`src/inc/smr_pkg.sv`:
```
// Shared constants for the serial mode and supply register block.
package smr_pkg;
    localparam int unsigned FRAME_BITS = 16;
    localparam int unsigned ADDR_BITS = 7;
    localparam int unsigned DATA_BITS = 8;
    localparam int unsigned RW_BIT = 7;
    localparam int unsigned DATA_LSB = 8;
    localparam logic [6:0] MODE_SUPPLY_CONTROL_ADDR = 7'h01;
    localparam logic [7:0] MODE_SUPPLY_CONTROL_RESET = 8'h00;
    localparam logic [7:0] RESTART_KEEP_MASK = 8'h23;
    localparam int unsigned MODE_MSB = 7;
    localparam int unsigned MODE_LSB = 6;
    localparam int unsigned THIRD_REG_BIT = 5;
    localparam int unsigned SECOND_MSB = 4;
    localparam int unsigned SECOND_LSB = 3;
    localparam int unsigned OV_REACT_BIT = 2;
    localparam int unsigned THRESH_MSB = 1;
    localparam int unsigned THRESH_LSB = 0;
    localparam logic [1:0] MODE_NORMAL = 2'h0;
    localparam logic [1:0] MODE_SLEEP = 2'h1;
    localparam logic [1:0] MODE_STOP = 2'h2;
    localparam logic [1:0] MODE_SOFT_RESET = 2'h3;
    localparam logic [1:0] SECOND_OFF = 2'h0;
    localparam logic [1:0] SECOND_NORMAL = 2'h1;
    localparam logic [1:0] SECOND_NORMAL_STOP = 2'h2;
    localparam logic [1:0] SECOND_ALWAYS = 2'h3;
    localparam logic [7:0] READ_ZERO = 8'h00;
endpackage : smr_pkg

```
`src/design/smr_regs.sv`:
```
// Serial command port with the mode and supply control register.
`timescale 1ns/1ps
module smr_regs #(
    parameter int unsigned SOFT_RESET_CYCLES = 16
) (
    input wire logic clk_in,
    input wire logic rstn_in,
    input wire logic sclk_in,
    input wire logic csn_in,
    input wire logic sdi_in,
    output logic sdo_out,
    output logic sdo_oe_out,
    input wire logic restart_in,
    input wire logic overvoltage_in,
    input wire logic overtemperature_in,
    input wire logic soft_reset_output_mask_in,
    input wire logic main_overvoltage_flag_clear_in,
    output logic [1:0] mode_out,
    output logic third_regulator_enable_out,
    output logic [1:0] second_regulator_select_out,
    output logic overvoltage_reaction_enable_out,
    output logic [1:0] reset_threshold_select_out,
    output logic main_overvoltage_flag_out,
    output logic restart_request_out,
    output logic soft_reset_out,
    output logic reset_output_n_out
);
    if (SOFT_RESET_CYCLES < 1 || SOFT_RESET_CYCLES > 255) begin : g_bad_cycles
        $error("SOFT_RESET_CYCLES out of range");
    end

    // Chip select leaves reset at its idle high level, so reset release starts no frame.
    localparam logic [5:0] SYNC_IDLE = 6'h10;

    logic [5:0] sync_vec;
    logic sclk_s, csn_s, sdi_s, restart_s, ov_s, ot_s;

    smr_sync #(.WIDTH(6), .RESET_VALUE(SYNC_IDLE)) u_sync (
        .clk_in(clk_in),
        .rstn_in(rstn_in),
        .async_in({sclk_in, csn_in, sdi_in, restart_in, overvoltage_in, overtemperature_in}),
        .sync_out(sync_vec)
    );
    assign {sclk_s, csn_s, sdi_s, restart_s, ov_s, ot_s} = sync_vec;

    function automatic logic [7:0] read_value(input logic [6:0] addr, input logic [7:0] reg_val);
        read_value = (addr == smr_pkg::MODE_SUPPLY_CONTROL_ADDR) ? reg_val : smr_pkg::READ_ZERO;
    endfunction : read_value

    typedef enum logic [1:0] {
        SMR_IDLE = 2'b00,
        SMR_SHIFT = 2'b01,
        SMR_DONE = 2'b11
    } smr_state_t;

    smr_state_t state, next_state;
    logic sclk_d, next_sclk_d;
    logic ov_d, next_ov_d;
    logic restart_d, next_restart_d;
    logic [4:0] bit_cnt, next_bit_cnt;
    logic [15:0] rx, next_rx;
    logic [15:0] tx, next_tx;
    logic [7:0] ctrl, next_ctrl;
    logic ov_flag, next_ov_flag;
    logic restart_req, next_restart_req;
    logic soft_rst, next_soft_rst;
    logic rst_out_n, next_rst_out_n;
    logic [7:0] soft_cnt, next_soft_cnt;
    logic sdo, next_sdo;
    logic sdo_oe, next_sdo_oe;
    logic [15:0] frame;
    logic [6:0] f_addr;
    logic f_write;
    logic [7:0] f_data;
    logic [1:0] req_mode;
    logic sclk_rise, sclk_fall, restart_rise, ov_rise;

    always_comb begin
        sclk_rise = sclk_s && !sclk_d;
        sclk_fall = !sclk_s && sclk_d;
        restart_rise = restart_s && !restart_d;
        ov_rise = ov_s && !ov_d;
        next_sclk_d = sclk_s;
        next_ov_d = ov_s;
        next_restart_d = restart_s;
        next_state = state;
        next_bit_cnt = bit_cnt;
        next_rx = rx;
        next_tx = tx;
        next_ctrl = ctrl;
        next_ov_flag = ov_flag;
        next_restart_req = 1'b0;
        next_soft_rst = 1'b0;
        next_rst_out_n = rst_out_n;
        next_soft_cnt = soft_cnt;
        next_sdo = sdo;
        next_sdo_oe = !csn_s;
        frame = {sdi_s, rx[15:1]};
        f_addr = frame[smr_pkg::ADDR_BITS-1:0];
        f_write = frame[smr_pkg::RW_BIT];
        f_data = frame[smr_pkg::DATA_LSB +: smr_pkg::DATA_BITS];
        req_mode = f_data[smr_pkg::MODE_MSB:smr_pkg::MODE_LSB];
        case (state)
            SMR_IDLE: begin
                if (!csn_s) begin
                    next_state = SMR_SHIFT;
                    next_bit_cnt = 5'h00;
                    next_tx = {read_value(smr_pkg::MODE_SUPPLY_CONTROL_ADDR, ctrl), 8'h00};
                    next_sdo = 1'b0;
                end
            end
            SMR_SHIFT: begin
                if (csn_s) begin
                    next_state = SMR_IDLE;
                end else if (sclk_rise) begin
                    next_rx = frame;
                    next_bit_cnt = bit_cnt + 5'h01;
                    if (bit_cnt == 5'(smr_pkg::ADDR_BITS - 1)) begin
                        next_tx = {read_value(frame[15:9], ctrl), 8'h00};
                    end
                    if (bit_cnt == 5'(smr_pkg::FRAME_BITS - 1)) begin
                        next_state = SMR_DONE;
                        if (f_write && f_addr == smr_pkg::MODE_SUPPLY_CONTROL_ADDR) begin
                            next_ctrl = f_data;
                            if (ctrl[smr_pkg::MODE_MSB:smr_pkg::MODE_LSB] == smr_pkg::MODE_STOP
                                && req_mode == smr_pkg::MODE_SLEEP) begin
                                next_ctrl[smr_pkg::MODE_MSB:smr_pkg::MODE_LSB] = smr_pkg::MODE_STOP;
                            end
                            if (req_mode == smr_pkg::MODE_SOFT_RESET) begin
                                next_soft_rst = 1'b1;
                                next_soft_cnt = 8'(SOFT_RESET_CYCLES);
                                next_rst_out_n = soft_reset_output_mask_in;
                            end
                        end
                    end
                end else if (sclk_fall) begin
                    next_sdo = tx[bit_cnt[3:0]];
                end
            end
            SMR_DONE: begin
                if (csn_s) begin
                    next_state = SMR_IDLE;
                end
            end
            default: begin
                next_state = SMR_IDLE;
            end
        endcase
        if (soft_cnt != 8'h00) begin
            next_soft_cnt = soft_cnt - 8'h01;
            if (soft_cnt == 8'h01) begin
                next_rst_out_n = 1'b1;
                next_ctrl = smr_pkg::MODE_SUPPLY_CONTROL_RESET;
            end
        end
        if (ov_rise) begin
            next_ov_flag = 1'b1;
            next_restart_req = ctrl[smr_pkg::OV_REACT_BIT];
        end else if (main_overvoltage_flag_clear_in) begin
            next_ov_flag = 1'b0;
        end
        if (restart_rise) begin
            next_ctrl = (next_ctrl & smr_pkg::RESTART_KEEP_MASK);
            next_ctrl[smr_pkg::MODE_MSB:smr_pkg::MODE_LSB] = smr_pkg::MODE_NORMAL;
            next_ctrl[smr_pkg::SECOND_MSB:smr_pkg::SECOND_LSB] = smr_pkg::SECOND_OFF;
        end
        if (ot_s) begin
            next_ctrl[smr_pkg::SECOND_MSB:smr_pkg::SECOND_LSB] = smr_pkg::SECOND_OFF;
        end
    end

    always_ff @(posedge clk_in or negedge rstn_in) begin
        if (!rstn_in) begin
            state <= SMR_IDLE;
            sclk_d <= 1'b0;
            ov_d <= 1'b0;
            restart_d <= 1'b0;
            bit_cnt <= 5'h00;
            rx <= 16'h0000;
            tx <= 16'h0000;
            ctrl <= smr_pkg::MODE_SUPPLY_CONTROL_RESET;
            ov_flag <= 1'b0;
            restart_req <= 1'b0;
            soft_rst <= 1'b0;
            rst_out_n <= 1'b1;
            soft_cnt <= 8'h00;
            sdo <= 1'b0;
            sdo_oe <= 1'b0;
        end else begin
            state <= next_state;
            sclk_d <= next_sclk_d;
            ov_d <= next_ov_d;
            restart_d <= next_restart_d;
            bit_cnt <= next_bit_cnt;
            rx <= next_rx;
            tx <= next_tx;
            ctrl <= next_ctrl;
            ov_flag <= next_ov_flag;
            restart_req <= next_restart_req;
            soft_rst <= next_soft_rst;
            rst_out_n <= next_rst_out_n;
            soft_cnt <= next_soft_cnt;
            sdo <= next_sdo;
            sdo_oe <= next_sdo_oe;
        end
    end

    always_comb begin
        sdo_out = sdo;
        sdo_oe_out = sdo_oe;
        mode_out = ctrl[smr_pkg::MODE_MSB:smr_pkg::MODE_LSB];
        third_regulator_enable_out = ctrl[smr_pkg::THIRD_REG_BIT];
        second_regulator_select_out = ctrl[smr_pkg::SECOND_MSB:smr_pkg::SECOND_LSB];
        overvoltage_reaction_enable_out = ctrl[smr_pkg::OV_REACT_BIT];
        reset_threshold_select_out = ctrl[smr_pkg::THRESH_MSB:smr_pkg::THRESH_LSB];
        main_overvoltage_flag_out = ov_flag;
        restart_request_out = restart_req;
        soft_reset_out = soft_rst;
        reset_output_n_out = rst_out_n;
    end

    a_read_keeps: assert property (@(posedge clk_in) disable iff (!rstn_in)
        (state == SMR_SHIFT && sclk_rise && bit_cnt == 5'h0f && !frame[7] && !restart_rise && !ot_s
         && soft_cnt == 8'h00) |=> ctrl == $past(ctrl))
        else $error("Read changed the register");
    a_write_store: assert property (@(posedge clk_in) disable iff (!rstn_in)
        (state == SMR_SHIFT && sclk_rise && bit_cnt == 5'h0f && frame[7] && frame[6:0] == 7'h01
         && !(frame[15:14] == 2'h1 && ctrl[7:6] == 2'h2) && !restart_rise && !ot_s && soft_cnt == 8'h00)
        |=> ctrl == $past(frame[15:8]))
        else $error("Write not stored");
    a_stop_sleep: assert property (@(posedge clk_in) disable iff (!rstn_in)
        (mode_out == 2'h2 && !restart_rise && soft_cnt == 8'h00) |=> mode_out != 2'h1)
        else $error("Stop to sleep accepted");
    a_restart_clr: assert property (@(posedge clk_in) disable iff (!rstn_in)
        restart_rise |=> mode_out == 2'h0 && second_regulator_select_out == 2'h0)
        else $error("Restart did not clear fields");
    a_restart_keep: assert property (@(posedge clk_in) disable iff (!rstn_in)
        (restart_rise && soft_cnt == 8'h00 && !ot_s && !(state == SMR_SHIFT && sclk_rise))
        |=> ctrl == ($past(ctrl) & smr_pkg::RESTART_KEEP_MASK))
        else $error("Restart value wrong");
    a_ot_off: assert property (@(posedge clk_in) disable iff (!rstn_in)
        ot_s |=> second_regulator_select_out == 2'h0)
        else $error("Overtemperature did not force off");
    a_ov_flag: assert property (@(posedge clk_in) disable iff (!rstn_in)
        ov_rise |=> main_overvoltage_flag_out && (restart_request_out == $past(ctrl[2])))
        else $error("Overvoltage reaction wrong");
    a_ov_sticky: assert property (@(posedge clk_in) disable iff (!rstn_in)
        (main_overvoltage_flag_out && !main_overvoltage_flag_clear_in) |=> main_overvoltage_flag_out)
        else $error("Overvoltage flag lost");
    a_soft_ro: assert property (@(posedge clk_in) disable iff (!rstn_in)
        $rose(soft_reset_out) |-> reset_output_n_out == $past(soft_reset_output_mask_in))
        else $error("Reset output wrong on soft reset");
    a_soft_reload: assert property (@(posedge clk_in) disable iff (!rstn_in)
        soft_cnt == 8'h01 |=> ctrl == smr_pkg::MODE_SUPPLY_CONTROL_RESET && reset_output_n_out)
        else $error("Soft reset did not reload");
    a_unmapped_zero: assert property (@(posedge clk_in) disable iff (!rstn_in)
        (state == SMR_SHIFT && sclk_rise && bit_cnt == 5'h06 && frame[15:9] != 7'h01) |=> tx == 16'h0000)
        else $error("Unmapped read not zero");
    c_write: cover property (@(posedge clk_in) disable iff (!rstn_in) $changed(ctrl));
    c_soft: cover property (@(posedge clk_in) disable iff (!rstn_in) $rose(soft_reset_out));
    c_restart: cover property (@(posedge clk_in) disable iff (!rstn_in) restart_rise);
    c_stop_sleep: cover property (@(posedge clk_in) disable iff (!rstn_in)
        state == SMR_SHIFT && sclk_rise && bit_cnt == 5'h0f && frame[7] && ctrl[7:6] == 2'h2 && frame[15:14] == 2'h1);
endmodule : smr_regs

```
`src/design/smr_sync.sv`:
```
// Two-flop synchroniser for inputs from outside the clock domain.
`timescale 1ns/1ps
module smr_sync #(
    parameter int unsigned WIDTH = 1,
    parameter logic [WIDTH-1:0] RESET_VALUE = '0
) (
    input wire logic clk_in,
    input wire logic rstn_in,
    input wire logic [WIDTH-1:0] async_in,
    output logic [WIDTH-1:0] sync_out
);
    logic [WIDTH-1:0] stage;
    logic [WIDTH-1:0] next_stage;
    logic [WIDTH-1:0] next_sync;

    always_comb begin
        next_stage = async_in;
        next_sync = stage;
    end

    always_ff @(posedge clk_in or negedge rstn_in) begin
        if (!rstn_in) begin
            stage <= RESET_VALUE;
            sync_out <= RESET_VALUE;
        end else begin
            stage <= next_stage;
            sync_out <= next_sync;
        end
    end
endmodule : smr_sync

```
`config.mk`:
```
export PLATFORM = sky130hd
export DESIGN_NAME = smr_regs
export DESIGN_NICKNAME = d
export VERILOG_FILES = /design/src/inc/smr_pkg.sv /design/src/design/smr_regs.sv /design/src/design/smr_sync.sv
export SDC_FILE = /design/constraint.sdc
export NUM_CORES = 1
export LEC_CHECK = 0
export BUFFER_PORTS_ARGS = -buffer_cell sky130_fd_sc_hd__buf_4
export CAP_MARGIN = 10
export CORE_UTILIZATION = 40
export DETAILED_ROUTE_END_ITERATION = 16
export HOLD_SLACK_MARGIN = 0.03
export PLACE_DENSITY_LB_ADDON = 0.25
export SKIP_CTS_REPAIR_TIMING = 1
export SLEW_MARGIN = 20
export SYNTH_ARGS = -nofsm -noshare
export SYNTH_HDL_FRONTEND = slang
export SYNTH_SLANG_ARGS = --single-unit
export TNS_END_PERCENT = 5
```
`constraint.sdc`:
```
create_clock -name clk_in -period 2.6 [get_ports clk_in]
set_input_delay 0.39 -clock clk_in [delete_from_list [all_inputs] [get_ports clk_in]]
set_output_delay 0.39 -clock clk_in [all_outputs]
set_load 0.005 [all_outputs]
```
Word level (Yosys, flattened, before mapping)
Cells that the tools add are included.
{ "classes": {"n_reduce_logical": 26, "n_bitwise": 1, "eq_ne": 20, "n_addsub": 2, "n_lt_le_gt_ge": 1, "n_mux": 57} }
{ "ops": {"columns": ["operator", "n"], "rows": [
  ["$mux 8", 16],
  ["$mux 16", 4],
  ["$pmux 16 s2", 1],
  ["$mux 1", 22],
  ["$mux 5", 3],
  ["$eq 7x1->1 const B", 2],
  ["$mux 2", 7],
  ["$ne 2x2->1 const B", 7],
  ["$reduce_bool 2->1", 7],
  ["$pmux 5 s2", 1],
  ["$reduce_and 5->1", 2],
  ["$eq 8x1->1 const B", 1],
  ["$reduce_and 4->1", 2],
  ["$reduce_bool 8->1", 1],
  ["$sub 8x1->8 const B", 1],
  ["$eq 2x2->1 const B", 3],
  ["$logic_and 1x1->1", 6],
  ["$ne 3x2->1 const B", 2],
  ["$pmux 2 s3", 1],
  ["$reduce_and 6->1", 1],
  ["$add 5x1->5 const B", 1],
  ["$eq 5x3->1 const B", 1],
  ["$eq 5x4->1 const B", 1],
  ["$logic_not 1->1", 5],
  ["8 further kinds", 9]
]} }
{ "totals": {"input_bits": 10, "out_inout_bits": 14, "ff_bits": 76, "word_cells": 124} }

Longest topological paths before layout
Gate-level depths: netlist (run 1).
{ "logic_depth": {"ltp_word": 12, "mapped_depth": 8, "ltp_nobuf": 7} }

Modules after synthesis
From an unflattened synthesis (run 1), not the netlist that was laid out.
{ "unflattened": {"hier_cells": 224, "hier_area_um2": 2748.9} }
{ "by_module_without_submodules": {"columns": ["module", "area_each_um2", "n_inst", "seq_area_each_um2", "cells_each"], "rows": [
  ["smr_regs", 2446.1, 1, 1377.6, 212],
  ["smr_sync", 302.8, 1, 302.8, 12]
]} }

Least setup slack after synthesis (run 1)
OpenSTA, ideal clock, no wires.
{ "synth_path": {"kind": "register to register", "start": "register bit_cnt[1]", "end": "register soft_cnt[4]", "period_less_slack_ps": 1909, "setup_time_ps": 119, "stages_incl_launch_ff": 9, "arrival_ps": 1790, "slack_ps": 691, "path_buffers": 1, "path_cell_list": "dfrtp_1 -> ha_1 -> and3_1 -> ha_1 -> nor4bb_1 -> and4_1 -> and3_1 -> buf_2 -> o21a_1"} }
{ "synth_between": {"elab_chain_cells": 3} }
{ "synth_lines": {"columns": ["element", "line", "text"], "rows": [
  ["from (decl)", "smr_regs.sv:60", "logic [4:0] bit_cnt, next_bit_cnt;"],
  ["from (signal assigned)", "smr_regs.sv:194", "bit_cnt <= next_bit_cnt;"],
  ["$eq 5x4->1", "smr_regs.sv:121", "if (bit_cnt == 5'(smr_pkg::FRAME_BITS - 1)) begin"],
  ["$reduce_bool 2->1 (no source line)", null, null],
  ["$reduce_and 6->1 (no source line)", null, null],
  ["to (signal assigned)", "smr_regs.sv:202", "soft_cnt <= next_soft_cnt;"],
  ["to (decl)", "smr_regs.sv:68", "logic [7:0] soft_cnt, next_soft_cnt;"]
]} }
No other way between the ends.
A chain may end at the register's enable or synchronous reset.

Final worst setup path (run 1)
{ "layout_path": {"start": "register bit_cnt[0]", "end": "register ctrl[6]"} }
{ "layout_between": {"elab_chain_cells": 8} }
{ "layout_lines": {"columns": ["element", "line", "text"], "rows": [
  ["$eq 5x4->1 *", "smr_regs.sv:121", null],
  ["$mux 8 *", "smr_regs.sv:121", null],
  ["$mux 8 *", "smr_regs.sv:115", "end else if (sclk_rise) begin"],
  ["$mux 8 *", "smr_regs.sv:113", "if (csn_s) begin"],
  ["$mux 8 *", "smr_regs.sv:103", "case (state)"],
  ["$mux 8", "smr_regs.sv:151", "if (soft_cnt == 8'h01) begin"],
  ["$mux 8 *", "smr_regs.sv:149", "if (soft_cnt != 8'h00) begin"],
  ["$mux 8 *", "smr_regs.sv:162", "if (restart_rise) begin"],
  ["named net next_ctrl[6]", "smr_regs.sv:63", "logic [7:0] ctrl, next_ctrl;"],
  ["to (signal assigned)", "smr_regs.sv:181", "ctrl <= smr_pkg::MODE_SUPPLY_CONTROL_RESET;"],
  ["to (signal assigned)", "smr_regs.sv:197", "ctrl <= next_ctrl;"],
  ["to (decl)", "smr_regs.sv:63", null]
]} }
The timed path passes the listed nets; every way through them passes the cells marked *.

==> results of run 1 <==
-- registers in the layout (all words and copies together) (netlist names), 2 cells and up --
register,cells
bit_cnt,5
u_sync.sync_out,6
u_sync.next_sync,6
soft_cnt,8
ctrl,8
tx,8
rx,15
state,2
-- critical path, cell delays in order (launching register included) --
cell     delay (ns)
dfrtp_1        0.50
ha_1           0.23
and3_1         0.17
ha_1           0.18
nor4b_1        0.22
and4_1         0.48
a21oi_1        0.12
nor3_1         0.20
-- cell type report --
cell class	count	area share
Clock buffer	12	0.0448
Clock inverter	4	0.00810
Inverter	12	0.0139
Multi-Input combinational cell	133	0.322
Sequential cell	67	0.518
Tap cell	96	0.0371
Timing Repair Buffer	24	0.0556
-- cells in the mapped netlist (2+ instances only) --
cell type,number,area [um^2]
and3_1,3,18.8
a21oi_1,9,45.0
dfstp_2,3,78.8
or2_2,2,12.5
nor2_1,8,30.0
o22ai_1,4,25.0
dfrtp_1,64,1600
nor4bb_1,2,20.0
nand2_1,9,33.8
o21ai_0,7,35.0
mux2_2,7,78.8
a21o_2,2,17.5
nor2b_1,3,18.8
mux2_1,10,113
nor4_1,3,18.8
nand4_1,2,12.5
mux4_2,2,45.0
mux2i_1,9,90.1
or3_4,2,22.5
inv_1,12,45.0
o21ai_1,2,10.0
nand2b_1,4,25.0
ha_1,5,62.6
buf_2,4,20.0
and4_1,2,17.5
nor3_1,7,35.0
nor3b_1,4,30.0
a22o_1,11,96.3
-- stage by stage --
stage / instances / cell area (um^2) / hold WS [ns] / power [uW]
final: 348 / 3240 / 0.137 / 2020
after global routing: 348 / 3240 / 0.127 / 2130
after CTS: 348 / 3240 / 0.134 / 2060
after detailed placement: 332 / 3070 / 0.337 / 1300
after global placement: 332 / 3070 / 0.338 / 1300
after floorplan: 219 / 2810 / 0.0944 / 1230
-- metal layers --
layer	GRT usage	vias up	part of all wire
met5	0	-	0
met4	0.0636	0	0.014
met3	0.0577	8	0.036
met2	0.237	29	0.44
met1	0.229	865	0.51
li1	-	845	-
-- cells by family (layout without fill, tap and decap cells) --
family | Yosys count | count (layout) | share of synthesized area
DFF | 67 | 67 | 0.597
and+or+nand+nor | 59 | 59 | 0.134
AOI/OAI and AO/OA | 40 | 40 | 0.0961
muxes | 28 | 28 | 0.116
buffers and inverters | 19 | 52 | 0.0311
adders and majority gates | 5 | 5 | 0.0222
xor gates and xnor gates | 1 | 1 | 0.00311
-- worst max-delay path by stage --
stage,start,endpoint,cells after the start
global route,bit_cnt[0],ctrl[5],7
CTS,bit_cnt[0],ctrl[6],7
floorplan,bit_cnt[1],soft_cnt[4],8
detailed placement,bit_cnt[0],ctrl[3],7
global placement,bit_cnt[0],ctrl[0],7
finish,bit_cnt[0],ctrl[6],7
-- report_power, final --
group | total (uW) | internal [uW] | switching (uW)
sequential | 1160 | 1100 | 63.3
clock | 745 | 371 | 375
combinational | 117 | 57.0 | 60.0
==> impl_metrics.env, run 1 <==
export IMPL_avgSynthCellArea_um2=12.8
export IMPL_fin_nets=262
export IMPL_antenna_found_initial=0
export IMPL_die_x_um=85.9
export IMPL_portBuffers=23
export IMPL_grt_pass1_vias=1866
export IMPL_wl_mm=5.14
export IMPL_detail_route_first_pass_iterations=4
export IMPL_syn_inst=219
export IMPL_rsz0062_at_grt="no"
export IMPL_area_growth_pct=15.3
export IMPL_clkTransAtPathRegs_ns=0.07
export IMPL_wl_per_cell_um=14.8
export IMPL_leakagePower_uw=0.00154
export IMPL_ys_seq_elements=67
export IMPL_globalplace_congestion=0.770
export IMPL_cp_required_ns=2.85
export IMPL_ys_seq_area_frac=0.597
export IMPL_final_common_cell="dfrtp_1"
export IMPL_core_area_um2=6790
export IMPL_cts_max_path_buffers=2
export IMPL_dieArea_um2=7370
export IMPL_utilization=0.477
export IMPL_drtAntennaViolNets=0
export IMPL_min_period_ns=2.19
export IMPL_die_y_um=85.9
export IMPL_grt_remaining_overflow=0
export IMPL_layout_common_cells="dfrtp_1 (64), buf_4 (24), inv_1 (12)"
export IMPL_start_kind="register"
export IMPL_fillers=622
export IMPL_htreeDepth=3
export IMPL_cp_data_arrival_time_ns=2.44
export IMPL_final_hold_viol_count=0
export IMPL_maxSlewViolCount=0
export IMPL_vias=1747
export IMPL_cts_tree="done"
export IMPL_setup_viol_count_final=0
export IMPL_synth_warnings=0
export IMPL_worstSetupEndpointType="register"
export IMPL_drc=0
export IMPL_async_flop_share=1.00
export IMPL_finalSetupTns_ns=0
export IMPL_powerDensity_nw_per_um2=624
export IMPL_worstSkewPairLatency_ns=0.34
export IMPL_setup_ws_ns=0.413
export IMPL_multi_input_area_um2=1040
export IMPL_synthFlopType="dfrtp_1"
export IMPL_vias_per_cell=5.02
export IMPL_vdd_drop_max_mv=0.416
export IMPL_synth_distinct_cells=45
export IMPL_r2r_start="bit_cnt[0]"
export IMPL_antenna_cells=0
export IMPL_seq_area_um2=1680
export IMPL_finalCritPeriodShare=0.841
export IMPL_drt_iter0_markers=86
export IMPL_tightest_slew_ns=0.834
export IMPL_critPathMaxFanout=8
export IMPL_critical_path_class="register to register"
export IMPL_grt_pass1_wl_mm=9.11
export IMPL_core_rowCount=30
export IMPL_netlist_area_um2=2810
export IMPL_syn_nets=234
export IMPL_io_pins=24
export IMPL_cts_num_sinks=67
export IMPL_ctsRootBufferMaster="clkbuf_8"
export IMPL_dp_slack_ns=0.445
export IMPL_timing_rr_end="ctrl[6]"
export IMPL_cap_violations=0
export IMPL_clock_fmax_mhz=457
export IMPL_start_util=0.414
export IMPL_numCtsBuffers=9
export IMPL_drive_above_1_share=0.238
export IMPL_finClkSkew_ns=0.0104
export IMPL_dp_hpwl_mm=3.45
export IMPL_grt_usage=0.165
export IMPL_r2r_slack_ns=0.41
export IMPL_slew_headroom=0.444
export IMPL_min_path_type="input port to asynchronous set/reset pin"
export IMPL_synth_edff_count=0
export IMPL_r2r_cells=7
export IMPL_grt_max_degree=68
export IMPL_outcome="completed"
(Power assumes the default switching activity.)
==> run 2: changes to the inputs <==
clock period = 2.01 ns   (was 2.6 ns; I/O delays follow)
==> impl_metrics.env, run 2 (synthesis results as in run 1) <==
export IMPL_outcome="completed"
export IMPL_portBuffers=23
export IMPL_critPathMaxFanout=5
export IMPL_antenna_found_initial=0
export IMPL_layout_common_cells="dfrtp_1 (64), buf_4 (28), inv_1 (12)"
export IMPL_dieArea_um2=7370
export IMPL_final_common_cell="dfrtp_1"
export IMPL_finClkSkew_ns=0.00662
export IMPL_worstSetupEndpointType="register"
export IMPL_clkTransAtPathRegs_ns=0.07
export IMPL_die_x_um=85.9
export IMPL_worstSetupStartpoint="bit_cnt[0]"
export IMPL_largest_reg_flops=15
export IMPL_clock_fmax_mhz=524
export IMPL_globalplace_congestion=0.784
export IMPL_vias_per_cell=5.13
export IMPL_seq_area_um2=1680
export IMPL_cts_num_sinks=67
export IMPL_largest_register="rx"
export IMPL_grt_max_degree=40
export IMPL_fin_nets=269
export IMPL_finalCritPeriodShare=0.949
export IMPL_dp_hpwl_mm=3.58
export IMPL_vias=1822
export IMPL_cp_required_ns=2.24
export IMPL_powerDensity_nw_per_um2=881
export IMPL_drtAntennaViolNets=0
export IMPL_multi_input_area_um2=1070
export IMPL_grt_pass1_vias=1743
export IMPL_min_period_ns=1.91
export IMPL_slew_headroom=0.589
export IMPL_worstSkewPairLatency_ns=0.34
export IMPL_min_path_type="input port to register"
export IMPL_drt_iter0_markers=76
export IMPL_maxSlewViolCount=0
export IMPL_fillers=612
export IMPL_setup_viol_count_final=0
export IMPL_tightest_slew_ns=0.617
export IMPL_grt_usage=0.158
export IMPL_cap_violations=0
export IMPL_drive_above_1_share=0.282
export IMPL_numCtsBuffers=9
export IMPL_core_area_um2=6790
export IMPL_final_hold_viol_count=0
export IMPL_ctsRootBufferMaster="clkbuf_8"
export IMPL_wl_mm=5.15
export IMPL_antenna_cells=0
export IMPL_htreeDepth=3
export IMPL_leakagePower_uw=0.00162
export IMPL_min_from="restart_in"
export IMPL_grt_remaining_overflow=0
export IMPL_r2r_start="bit_cnt[0]"
export IMPL_critical_path_class="register to register"
export IMPL_cp_data_arrival_time_ns=2.14
export IMPL_cts_tree="done"
export IMPL_finalSetupTns_ns=0
export IMPL_die_y_um=85.9
export IMPL_start_kind="register"
export IMPL_start_util=0.414
export IMPL_vdd_drop_max_mv=0.446
export IMPL_io_pins=24
export IMPL_grt_pass1_wl_mm=8.62
export IMPL_cts_max_path_buffers=2
export IMPL_fin_hold_ws_ns=0.0609
export IMPL_area_growth_pct=21.5
export IMPL_detail_route_first_pass_iterations=4
export IMPL_wl_per_cell_um=14.5
export IMPL_core_rowCount=30
export IMPL_drc=0
-- run 2: cell count changes in the layout (fill, tap and decap cells not counted), sizes merged --
cell         previous run  this run
buf                    24        30
dlygate4sd3             0         1
clkbuf                 12         9
bufinv                  0         3
-- run 2: per-stage QoR --
stage / utilization / total power, uW / cell area [um^2] / setup WS, ns / cells
6_report: 0.503 / 3010 / 3420 / 0.102 / 355
3_3_place_gp: 0.462 / 1700 / 3140 / 0.118 / 338
2_1_floorplan: - / 1600 / 2810 / 0.101 / 219
5_1_grt: 0.503 / 3140 / 3420 / -0.00318 / 355
4_1_cts: 0.498 / 3040 / 3380 / 0.0870 / 354
3_5_place_dp: 0.462 / 1700 / 3140 / 0.123 / 338
-- run 2: critical path: stages, from the launching register on --
cell and delay, ns:
dfrtp_1 0.40, ha_1 0.23, and3_1 0.19, ha_2 0.19, nor4bb_2 0.17, and4_4 0.22, and3_2 0.24, o21a_1 0.17
-- run 2: final cells by class --
class,count,share of cell area
Tap cell,96,0.0351
Inverter,12,0.0132
Sequential cell,67,0.492
Clock buffer,9,0.0362
Multi-Input combinational cell,133,0.314
Clock inverter,7,0.0340
Timing Repair Buffer,31,0.0761
-- run 2: layer usage --
metal | up-vias | part of all wire | track usage
li1 | 868 | - | -
met1 | 913 | 0.48 | 0.209
met2 | 32 | 0.47 | 0.238
met3 | 9 | 0.034 | 0.0616
met4 | 0 | 0.012 | 0.0545
met5 | - | 0 | 0
-- run 2: path summary, 6_finish.rpt --
kind | slack (ns) | depth (start not counted) | endpoint
setup / recovery | 0.10 | 7 | soft_cnt[4]
hold / removal | 0.06 | 1 | u_sync.next_sync[2]
setup reg to reg | 0.10 | 7 | soft_cnt[4]
hold reg to reg | 0.35 | 0 | u_sync.sync_out[1]
max in group asynchronous | 0.99 | 3 | u_sync.sync_out[4]
min in group asynchronous | 0.42 | 2 | ov_d
-- run 2: power breakdown --
| part | internal [uW] | switching (uW) | leakage, uW |
|---|---|---|---|
| sequential | 1420 | 63.8 | 0.000881 |
| clock | 821 | 512 | 0.000119 |
| combinational | 94.0 | 102 | 0.000621 |
